`src/common/sct_defines.svh`:
```
/*
 * Register offsets, reset values and field positions for the smart card
 * protocol timers. Assumes an 8-bit special function register port.
 */
`ifndef SCT_DEFINES_SVH
`define SCT_DEFINES_SVH

// ----------------------------------------
// register offsets
// ----------------------------------------
`define SCT_ADDR_BWT3 16'hFE18
`define SCT_ADDR_BWT2 16'hFE19
`define SCT_ADDR_BWT1 16'hFE1A
`define SCT_ADDR_BWT0 16'hFE1B
`define SCT_ADDR_CWT1 16'hFE1C
`define SCT_ADDR_CWT0 16'hFE1D
`define SCT_ADDR_ATR1 16'hFE1F
`define SCT_ADDR_ATR0 16'hFE20
`define SCT_ADDR_FIRST_CHAR_LIMIT 16'hFE21
`define SCT_ADDR_RLEN 16'hFE22

// ----------------------------------------
// reset values and widths
// ----------------------------------------
`define SCT_RST_BYTE 8'h00
`define SCT_RST_RLEN 8'h70
`define SCT_BWT_TOP_MASK 8'h0F
`define SCT_BWT_W 28
`define SCT_CNT_W 28

`endif

```
`src/common/sct_pkg.sv`:
```
/*
 * Types shared by the smart card protocol timers.
 * Assumes sct_defines.svh is available on the include path.
 */
package sct_pkg;
	typedef enum logic [1:0] {
		SCT_RST_HELD,
		SCT_RST_DELAY,
		SCT_RST_FREE
	} sct_rst_state_t;
	typedef logic [27:0] sct_count_t;
endpackage

```
`src/common/sct_tick_if.sv`:
```
/*
 * Carries the per-ETU enable and character edge events between the
 * timer top and its leaves. Assumes one clock domain.
 */
`timescale 1ns/1ps
`default_nettype none
interface sct_tick_if;
	logic etuTick;
	logic startEdge;
	modport src (output etuTick, output startEdge);
	modport dst (input etuTick, input startEdge);
endinterface
`default_nettype wire

```
`src/hw/sct_limit_counter.sv`:
```
/*
 * Generic ETU counter compared against a limit; flags a timeout pulse.
 * Assumes run, restart and tick come from logic on the same clock.
 */
`timescale 1ns/1ps
`default_nettype none
module sct_limit_counter
	import sct_pkg::*;
#(
	parameter int WIDTH = 28
) (
	// clock and reset
	input wire logic clk,
	input wire logic rst,
	// control
	input wire logic run,
	input wire logic restart,
	input wire logic [WIDTH-1:0] limit,
	sct_tick_if.dst tick,
	// status
	output logic expired,
	output logic [WIDTH-1:0] count
);
	logic done;

	// ----------------------------------------
	// counting
	// ----------------------------------------
	// done blocks repeated pulses until the next restart
	always_ff @(posedge clk) begin
		if (rst || !run || restart || tick.startEdge) begin
			count <= '0;
			done <= 1'b0;
			expired <= 1'b0;
		end else begin
			expired <= 1'b0;
			if (tick.etuTick && !done) begin
				count <= count + 1'b1;
				if (count + 1'b1 > limit) begin
					expired <= 1'b1;
					done <= 1'b1;
				end
			end
		end
	end
endmodule
`default_nettype wire

```
`src/hw/sct_reset_stretch.sv`:
```
/*
 * Card reset release delay. Holds reset while the request bit or a bad
 * supply stands, then counts reset-length ETUs. Inputs are synchronous.
 */
`timescale 1ns/1ps
`default_nettype none
module sct_reset_stretch
	import sct_pkg::*;
(
	// clock and reset
	input wire logic clk,
	input wire logic rst,
	// control
	input wire logic cardResetRequest,
	input wire logic supplyGood,
	input wire logic [7:0] resetLength,
	sct_tick_if.dst tick,
	// card side
	output logic cardRstN,
	output logic releasePulse
);
	sct_rst_state_t state;
	logic [7:0] delayCount;

	// ----------------------------------------
	// release sequencing
	// ----------------------------------------
	always_ff @(posedge clk) begin
		if (rst) begin
			state <= SCT_RST_HELD;
			delayCount <= 8'h00;
			cardRstN <= 1'b0;
			releasePulse <= 1'b0;
		end else begin
			releasePulse <= 1'b0;
			case (state)
				SCT_RST_HELD: begin
					cardRstN <= 1'b0;
					delayCount <= 8'h00;
					// request held before power keeps card in reset
					if (supplyGood && !cardResetRequest) begin
						if (resetLength == 8'h00) begin
							state <= SCT_RST_FREE;
							cardRstN <= 1'b1;
							releasePulse <= 1'b1;
						end else begin
							state <= SCT_RST_DELAY;
						end
					end
				end
				SCT_RST_DELAY: begin
					if (cardResetRequest || !supplyGood) begin
						state <= SCT_RST_HELD;
					end else if (tick.etuTick) begin
						// release after reset-length ETUs
						if (delayCount + 8'h01 >= resetLength) begin
							state <= SCT_RST_FREE;
							cardRstN <= 1'b1;
							releasePulse <= 1'b1;
						end
						delayCount <= delayCount + 8'h01;
					end
				end
				SCT_RST_FREE: begin
					// setting the request drives reset low at once
					if (cardResetRequest || !supplyGood) begin
						state <= SCT_RST_HELD;
						cardRstN <= 1'b0;
					end
				end
				default: begin
					state <= SCT_RST_HELD;
					cardRstN <= 1'b0;
				end
			endcase
		end
	end

	heldWhileRequest_a: assert property (@(posedge clk) disable iff (rst)
		cardResetRequest |=> !cardRstN)
		else $error("card reset released while request set");
	releaseNeedsSupply_a: assert property (@(posedge clk) disable iff (rst)
		$rose(cardRstN) |-> $past(supplyGood))
		else $error("card reset released without supply good");
endmodule
`default_nettype wire

```
`src/hw/sct_protocol_timers.sv`:
```
/*
 * Smart card protocol timers: waiting time, character/initial waiting,
 * answer duration, first character timeout and card reset stretch.
 * Assumes an 8-bit register port on clk, and the ETU-rate clock and
 * the card I/O line both arriving asynchronously.
 */
// Operation
// hold a 28-bit waiting limit in four bytes, top byte four bits only.
// T=1: wait from last sent character start to first received start bit.
// T=0: wait between leading edges of any two consecutive characters.
// waiting or character waiting timeout raises an interrupt request.
// firmware loads waiting limit before writing the final transmit byte.
// 16-bit character limit checks spacing of received character start edges.
// firmware switches initial and character limits itself.
// 16-bit answer limit; flag timeout when answer lasts longer.
// answer timer armed by receive-answer flag, starts at first start bit.
// with detect enabled, 8-bit timer runs from reset release to first char.
// first character missing within limit reports answer timeout, mute card.
// 8-bit reset-length register, reset 0x70, delays card reset release.
// zero length and no request releases reset once supply is good.
// request drives reset low; clearing releases after reset-length delay.
// request set before power holds reset until length after clearing.
// counters advance per ETU tick and restart on qualifying start edges.
`timescale 1ns/1ps
`default_nettype none
`include "sct_defines.svh"
module sct_protocol_timers
	import sct_pkg::*;
(
	// clock and reset
	input wire logic clk,
	input wire logic rst,
	// register port
	input wire logic [15:0] regAddr,
	input wire logic regWrite,
	input wire logic [7:0] regWdata,
	output logic [7:0] regRdata,
	// control bits from the card control registers
	input wire logic protocolT1,
	input wire logic receivingAnswerFlag,
	input wire logic firstCharDetectEnable,
	input wire logic cardResetRequest,
	input wire logic cardSupplyGood,
	// card line and timing
	input wire logic etuClkIn,
	input wire logic cardIoIn,
	input wire logic txCharStart,
	// card reset pin
	output logic cardRstN,
	// events
	output logic waitTimeoutIrq,
	output logic answerTimeout
);
	logic [7:0] blockWaitByte3;
	logic [7:0] blockWaitByte2;
	logic [7:0] blockWaitByte1;
	logic [7:0] blockWaitByte0;
	logic [7:0] charWaitHigh;
	logic [7:0] charWaitLow;
	logic [7:0] answerLimitHigh;
	logic [7:0] answerLimitLow;
	logic [7:0] firstCharLimit;
	logic [7:0] cardResetLength;
	logic ioSync1;
	logic ioSync2;
	logic ioLast;
	logic rxStart;
	logic supplySync1;
	logic supplySync2;
	logic etuSync1;
	logic etuSync2;
	logic etuLast;
	logic etuTick;
	logic [27:0] blockWaitLimit;
	logic blockRun;
	logic blockRestart;
	logic blockExpired;
	logic charRun;
	logic charExpired;
	logic answerRun;
	logic answerStarted;
	logic answerExpired;
	logic tsRun;
	logic tsExpired;
	logic releasePulse;
	logic answerSeen;

	sct_tick_if tickBlock();
	sct_tick_if tickChar();
	sct_tick_if tickOnly();

	// ----------------------------------------
	// synchronisers and start edge
	// ----------------------------------------
	// io line idles high; a start bit is its falling edge
	always_ff @(posedge clk) begin
		if (rst) begin
			ioSync1 <= 1'b1;
			ioSync2 <= 1'b1;
			ioLast <= 1'b1;
			supplySync1 <= 1'b0;
			supplySync2 <= 1'b0;
			etuSync1 <= 1'b0;
			etuSync2 <= 1'b0;
			etuLast <= 1'b0;
		end else begin
			ioSync1 <= cardIoIn;
			ioSync2 <= ioSync1;
			ioLast <= ioSync2;
			supplySync1 <= cardSupplyGood;
			supplySync2 <= supplySync1;
			etuSync1 <= etuClkIn;
			etuSync2 <= etuSync1;
			etuLast <= etuSync2;
		end
	end
	// a start edge outside reset release is noise, so gate it
	assign rxStart = ioLast && !ioSync2 && cardRstN;
	assign etuTick = etuSync2 && !etuLast; // rising edge of the ETU clock

	// ----------------------------------------
	// register file
	// ----------------------------------------
	always_ff @(posedge clk) begin
		if (rst) begin
			blockWaitByte3 <= `SCT_RST_BYTE;
			blockWaitByte2 <= `SCT_RST_BYTE;
			blockWaitByte1 <= `SCT_RST_BYTE;
			blockWaitByte0 <= `SCT_RST_BYTE;
			charWaitHigh <= `SCT_RST_BYTE;
			charWaitLow <= `SCT_RST_BYTE;
			answerLimitHigh <= `SCT_RST_BYTE;
			answerLimitLow <= `SCT_RST_BYTE;
			firstCharLimit <= `SCT_RST_BYTE;
			cardResetLength <= `SCT_RST_RLEN;
		end else if (regWrite) begin
			case (regAddr)
				`SCT_ADDR_BWT3: blockWaitByte3 <= regWdata & `SCT_BWT_TOP_MASK;
				`SCT_ADDR_BWT2: blockWaitByte2 <= regWdata;
				`SCT_ADDR_BWT1: blockWaitByte1 <= regWdata;
				`SCT_ADDR_BWT0: blockWaitByte0 <= regWdata;
				`SCT_ADDR_CWT1: charWaitHigh <= regWdata;
				`SCT_ADDR_CWT0: charWaitLow <= regWdata;
				`SCT_ADDR_ATR1: answerLimitHigh <= regWdata;
				`SCT_ADDR_ATR0: answerLimitLow <= regWdata;
				`SCT_ADDR_FIRST_CHAR_LIMIT: firstCharLimit <= regWdata;
				`SCT_ADDR_RLEN: cardResetLength <= regWdata;
				default: begin
				end
			endcase
		end
	end

	// read data registered: valid one cycle after regAddr; unmapped reads zero
	always_ff @(posedge clk) begin
		if (rst) begin
			regRdata <= 8'h00;
		end else begin
			case (regAddr)
				`SCT_ADDR_BWT3: regRdata <= blockWaitByte3;
				`SCT_ADDR_BWT2: regRdata <= blockWaitByte2;
				`SCT_ADDR_BWT1: regRdata <= blockWaitByte1;
				`SCT_ADDR_BWT0: regRdata <= blockWaitByte0;
				`SCT_ADDR_CWT1: regRdata <= charWaitHigh;
				`SCT_ADDR_CWT0: regRdata <= charWaitLow;
				`SCT_ADDR_ATR1: regRdata <= answerLimitHigh;
				`SCT_ADDR_ATR0: regRdata <= answerLimitLow;
				`SCT_ADDR_FIRST_CHAR_LIMIT: regRdata <= firstCharLimit;
				`SCT_ADDR_RLEN: regRdata <= cardResetLength;
				default: regRdata <= 8'h00;
			endcase
		end
	end

	assign blockWaitLimit = {blockWaitByte3[3:0], blockWaitByte2, blockWaitByte1,
		blockWaitByte0};

	// ----------------------------------------
	// tick and edge distribution
	// ----------------------------------------
	assign tickBlock.etuTick = etuTick;
	assign tickBlock.startEdge = blockRestart;
	assign tickChar.etuTick = etuTick;
	assign tickChar.startEdge = rxStart;
	assign tickOnly.etuTick = etuTick;
	assign tickOnly.startEdge = 1'b0;

	// ----------------------------------------
	// block / work waiting time
	// ----------------------------------------
	// T=1 restarts on sent characters only and stops at the first received
	// start bit, so the next sent character rearms it
	always_ff @(posedge clk) begin
		if (rst) begin
			blockRun <= 1'b0;
		end else if (txCharStart) begin
			blockRun <= 1'b1;
		end else if (protocolT1 && rxStart) begin
			blockRun <= 1'b0;
		end else if (!protocolT1 && rxStart) begin
			blockRun <= 1'b1;
		end
	end
	assign blockRestart = txCharStart || (!protocolT1 && rxStart);

	sct_limit_counter #(.WIDTH(28)) blockTimer (
		.clk(clk),
		.rst(rst),
		.run(blockRun),
		.restart(blockRestart),
		.limit(blockWaitLimit),
		.tick(tickBlock),
		.expired(blockExpired),
		.count()
	);

	// ----------------------------------------
	// character / initial waiting time
	// ----------------------------------------
	always_ff @(posedge clk) begin
		if (rst || !cardRstN) begin
			charRun <= 1'b0;
		end else if (rxStart) begin
			charRun <= 1'b1;
		end
	end

	sct_limit_counter #(.WIDTH(16)) charTimer (
		.clk(clk),
		.rst(rst),
		.run(charRun),
		.restart(rxStart),
		.limit({charWaitHigh, charWaitLow}),
		.tick(tickChar),
		.expired(charExpired),
		.count()
	);

	// ----------------------------------------
	// answer duration
	// ----------------------------------------
	always_ff @(posedge clk) begin
		if (rst || !receivingAnswerFlag) begin
			answerStarted <= 1'b0;
		end else if (rxStart) begin
			answerStarted <= 1'b1;
		end
	end
	assign answerRun = receivingAnswerFlag && (answerStarted || rxStart);

	sct_limit_counter #(.WIDTH(16)) answerTimer (
		.clk(clk),
		.rst(rst),
		.run(answerRun),
		.restart(1'b0),
		.limit({answerLimitHigh, answerLimitLow}),
		.tick(tickOnly),
		.expired(answerExpired),
		.count()
	);

	// ----------------------------------------
	// first character timer
	// ----------------------------------------
	always_ff @(posedge clk) begin
		if (rst || !firstCharDetectEnable || !cardRstN) begin
			tsRun <= 1'b0;
			answerSeen <= 1'b0;
		end else if (releasePulse) begin
			tsRun <= 1'b1;
		end else if (rxStart && !answerSeen) begin
			tsRun <= 1'b0;
			answerSeen <= 1'b1;
		end
	end

	sct_limit_counter #(.WIDTH(8)) tsTimer (
		.clk(clk),
		.rst(rst),
		.run(tsRun),
		.restart(1'b0),
		.limit(firstCharLimit),
		.tick(tickOnly),
		.expired(tsExpired),
		.count()
	);

	// ----------------------------------------
	// card reset stretch and events
	// ----------------------------------------
	sct_reset_stretch resetStretch (
		.clk(clk),
		.rst(rst),
		.cardResetRequest(cardResetRequest),
		.supplyGood(supplySync2),
		.resetLength(cardResetLength),
		.tick(tickOnly),
		.cardRstN(cardRstN),
		.releasePulse(releasePulse)
	);

	always_ff @(posedge clk) begin
		if (rst) begin
			waitTimeoutIrq <= 1'b0;
			answerTimeout <= 1'b0;
		end else begin
			waitTimeoutIrq <= blockExpired || charExpired;
			answerTimeout <= answerExpired || tsExpired;
		end
	end

	tsStopsOnEdge_a: assert property (@(posedge clk) disable iff (rst)
		(tsRun && rxStart && !answerSeen && !releasePulse && firstCharDetectEnable)
		|=> !tsRun)
		else $error("first character timer kept running after edge");
	answerDisarm_a: assert property (@(posedge clk) disable iff (rst)
		!receivingAnswerFlag |=> !answerStarted)
		else $error("answer timer armed without receive flag");
	waitIrqCause_a: assert property (@(posedge clk) disable iff (rst)
		$rose(waitTimeoutIrq) |-> $past(blockExpired || charExpired))
		else $error("wait interrupt without timer expiry");
	answerCause_a: assert property (@(posedge clk) disable iff (rst)
		$rose(answerTimeout) |-> $past(answerExpired || tsExpired))
		else $error("answer timeout without timer expiry");
	lengthReset_a: assert property (@(posedge clk)
		$past(rst) && !$past(regWrite) |-> cardResetLength == 8'h70)
		else $error("reset length lost its reset value");
	topNibble_a: assert property (@(posedge clk) disable iff (rst)
		blockWaitByte3[7:4] == 4'h0)
		else $error("waiting limit top byte holds upper bits");
	t1StopOnReply_a: assert property (@(posedge clk) disable iff (rst)
		(protocolT1 && rxStart && !txCharStart) |=> !blockRun)
		else $error("block timer kept running after reply");
	t0Restart_a: assert property (@(posedge clk) disable iff (rst)
		(!protocolT1 && rxStart) |=> blockRun)
		else $error("work wait timer not restarted by character");
endmodule
`default_nettype wire

```
`config.mk`:
```
export PLATFORM = sky130hd
export DESIGN_NAME = sct_protocol_timers
export DESIGN_NICKNAME = d
export VERILOG_FILES = /design/src/common/sct_pkg.sv /design/src/common/sct_tick_if.sv /design/src/hw/sct_limit_counter.sv /design/src/hw/sct_reset_stretch.sv /design/src/hw/sct_protocol_timers.sv
export VERILOG_INCLUDE_DIRS = /design/src /design/src/common
export SDC_FILE = /design/constraint.sdc
export NUM_CORES = 1
export LEC_CHECK = 0
export BUFFER_PORTS_ARGS = -buffer_cell sky130_fd_sc_hd__clkbuf_2
export CORE_ASPECT_RATIO = 0.9
export CORE_MARGIN = 5
export CORE_UTILIZATION = 50
export DETAILED_ROUTE_END_ITERATION = 6
export PLACE_DENSITY = 0.77
export REMOVE_ABC_BUFFERS = 1
export SLEW_MARGIN = 20
export SYNTH_ARGS = -nofsm -noshare
export SYNTH_HDL_FRONTEND = slang
export SYNTH_HIERARCHICAL = 1
export SYNTH_SLANG_ARGS = --single-unit
```
`constraint.sdc`:
```
create_clock -name clk -period 3.8 [get_ports clk]
set_input_delay 0.38 -clock clk [delete_from_list [all_inputs] [get_ports clk]]
set_output_delay 0.38 -clock clk [all_outputs]
set_load 0.05 [all_outputs]
```
==> results.sh <==
export IMPL_port_buffers=45
export IMPL_nNetsFinal=1450
export IMPL_ys_async_sr_fraction_pct=0
export IMPL_leakage_nw=4.70
export IMPL_h_tree_depth=4
export IMPL_dp_cells=1612
export IMPL_fin_tns_setup_ns=0
export IMPL_gp_congestion=0.870
export IMPL_wl_mm=28.3
export IMPL_critPathKind="flip-flop to flip-flop"
export IMPL_drc=0
export IMPL_antenna_cells=0
export IMPL_powerDensity_nw_per_um2=314
export IMPL_synthDistinctLibCells=88
export IMPL_fmax_mhz=327
export IMPL_io_pins=46
export IMPL_final_hold_violation_count=0
export IMPL_period_share_pct=80.5
export IMPL_grt_overflow=0
export IMPL_vdd_ir_drop_max_mv=0.228
export IMPL_drive_above_1_share_pct=11.9
export IMPL_start_util_pct=50.9
export IMPL_yosys_area_top_type_share_pct=32.6
export IMPL_fin_skew_ns=0.0114
export IMPL_grtUsageTotal_pct=21.4
export IMPL_cp_arrival_ns=3.36
export IMPL_end_kind="flip-flop"
export IMPL_multiInputGateArea_um2=7020
export IMPL_cts_clk_slew_worst_paths_ns=0.07
export IMPL_cts_buffers=17
export IMPL_cp_start_kind="flip-flop"
export IMPL_yosysWarnings=6
export IMPL_synth_edf_count=0
export IMPL_grt_max_degree=44
export IMPL_grt_pass1_vias=9077
export IMPL_synth_area_leaders="dfxtp_1 (33%), ha_1 (8.8%), mux2i_1 (4.7%), xnor2_1 (4.3%), a21oi_1 (4.2%)"
export IMPL_maxCapViolCount=0
export IMPL_die_w_um=170
export IMPL_status="completed"
export IMPL_ys_ff_latch=187
export IMPL_hp_class="input port to flip-flop"
export IMPL_clock_path_buffers=2
export IMPL_cts_root_buffer="clkbuf_16"
export IMPL_chipHeight_um=154
export IMPL_ant_nets=0
export IMPL_fill_cells=2035
export IMPL_cts_tree="built"
export IMPL_setup_viol=0
export IMPL_syn_avg_cell_area_um2=8.65
export IMPL_regArea_um2=3740
export IMPL_row_count=52
export IMPL_synth_area_um2=11500
export IMPL_synth_top_area_cell="dfxtp_1"
export IMPL_coreArea_um2=22500
export IMPL_clock_sinks=187
export IMPL_dieArea_um2=26100
export IMPL_cp_max_fo=8
export IMPL_cts_resized_gates=0
export IMPL_holdBufCountCts=0
export IMPL_worst_skew_pair_late_latency_ns=0.44
export IMPL_critPathRequiredTime_ns=4.10
export IMPL_post_cts_buffers=0
export IMPL_seq_area_frac_synth_pct=32.6
export IMPL_firstDrtPassIters=5
export IMPL_stdcell_count=1644
export IMPL_antenna_found_initial=2
export IMPL_synth_cells=1325
export IMPL_slew_headroom_pct=37.7
export IMPL_dp_slack_ns=0.795
export IMPL_dr_first_iter_drc_count=884
export IMPL_rsz0062_at_grt="false"
export IMPL_vias_per_cell=5.88
export IMPL_hpwl_mm=20.3
export IMPL_report_final_slew_viol_count=0
export IMPL_grt_pass1_wl_mm=46.1
export IMPL_area_delta_synth_final_pct=7.54
export IMPL_worstMarginPinSlew_ns=0.933
export IMPL_wl_per_cell_um=17.2
export IMPL_finalWorstSetupSlack_ns=0.742
export IMPL_vias=9674
export IMPL_post_route_min_period_ns=3.06
export IMPL_ys_flop_type="dfxtp_1"
[power breakdown]
part	internal [mW]	leakage [nW]	switching, mW
Combinational	0.0406	2.92	0.102
Sequential	1.96	1.51	0.00250
Clock	0.950	0.276	0.816
[cells in the final DEF (no fill, tap or decap), types with 9 or more instances in the layout]
cell type  count
o21ai_0       59
dfxtp_1      187
xnor2_1       56
nor3_1        25
nand2b_1      11
mux2_2        11
nand4_1       34
xor2_1        49
clkbuf_16     17
o21a_1         9
ha_1          81
nand3_1       28
and2_1        11
buf_4         12
o22ai_1        9
a22oi_1       15
nand2_1       99
mux2i_1       54
a21oi_1       96
o31ai_1       10
nor2b_1       22
nor2_1       121
or3_1         13
nor4_1        11
clkbuf_2      44
inv_1         82
[critical path: stages, from the launching register on]
cell	delay, ns
dfxtp_1	0.42
ha_1	0.25
and3_2	0.24
and3_1	0.32
nand2_1	0.14
nor2_1	0.13
xor2_1	0.08
ha_1	0.31
nand4_1	0.18
nor4_1	0.44
a21oi_1	0.15
o21ai_0	0.20
a31oi_1	0.06
[cell usage after synthesis (all sizes together) (42+ instances only)]
cell,number
a21oi,96
clkbuf,42
mux2i,54
inv,82
nand4,44
xnor2,56
o21ai,61
xor2,49
nor2,131
ha,81
nand2,99
dfxtp,187
[path summary, 6_finish.rpt]
path | to | depth (start not counted) | from | slack [ns]
setup / recovery | blockTimer/done | 12 | blockTimer/count[0] | 0.74
hold / removal | ioSync1 | 2 | cardIoIn | 0.13
setup reg to reg | blockTimer/done | 12 | blockTimer/count[0] | 0.74
hold reg to reg | ioSync2 | 1 | ioSync1 | 0.41
[routing by layer]
metal | global-route usage [%] | part of all wire (%) | up-vias
met1 | 29.3 | 44 | 4608
met3 | 3.29 | 6.7 | 53
met5 | 0 | 0.049 | -
li1 | - | - | 4686
met2 | 34.9 | 47 | 325
met4 | 6.63 | 2.4 | 2
[through the flow]
stage	utilization (%)	cell area (µm²)	hold WS, ns	power, mW
finish	54.8	12300	0.126	3.87
global placement	52.2	11800	0.394	2.15
CTS	54.8	12300	0.117	3.89
detailed placement	52.2	11800	0.399	2.15
global route	54.8	12300	0.136	3.98
floorplan	-	11100	0.389	2.06
[state kept, by name (all words and copies together), names as in the netlist, 2 cells and up]
register                 cells
blockTimer/count            28
answerTimer/count           16
charTimer/count             16
answerLimitHigh              8
answerLimitLow               8
blockWaitByte0               8
blockWaitByte1               8
blockWaitByte2               8
cardResetLength              8
charWaitHigh                 8
charWaitLow                  8
firstCharLimit               8
regRdata                     8
resetStretch/delayCount      8
tsTimer/count                8
blockWaitByte3               4
resetStretch/state           2
[area by class of cell]
cell class / instances / area share, %
Multi-Input combinational cell: 990 / 57.0
Sequential cell: 187 / 30.4
Clock buffer: 21 / 3.73
Tap cell: 297 / 3.01
Timing Repair Buffer: 56 / 2.52
Inverter: 82 / 2.50
Clock inverter: 11 / 0.923
[cells by family after synthesis]
family	Yosys count	share of synthesized area (%)
simple gates	469	23.6
compound gates	261	14.2
flops	187	32.6
xor+xnor	105	8.02
mux	68	6.38
other cells	1	0.0327
buf+inv	153	6.26
fa+ha+maj	81	8.84
(Power assumes the default switching activity.)
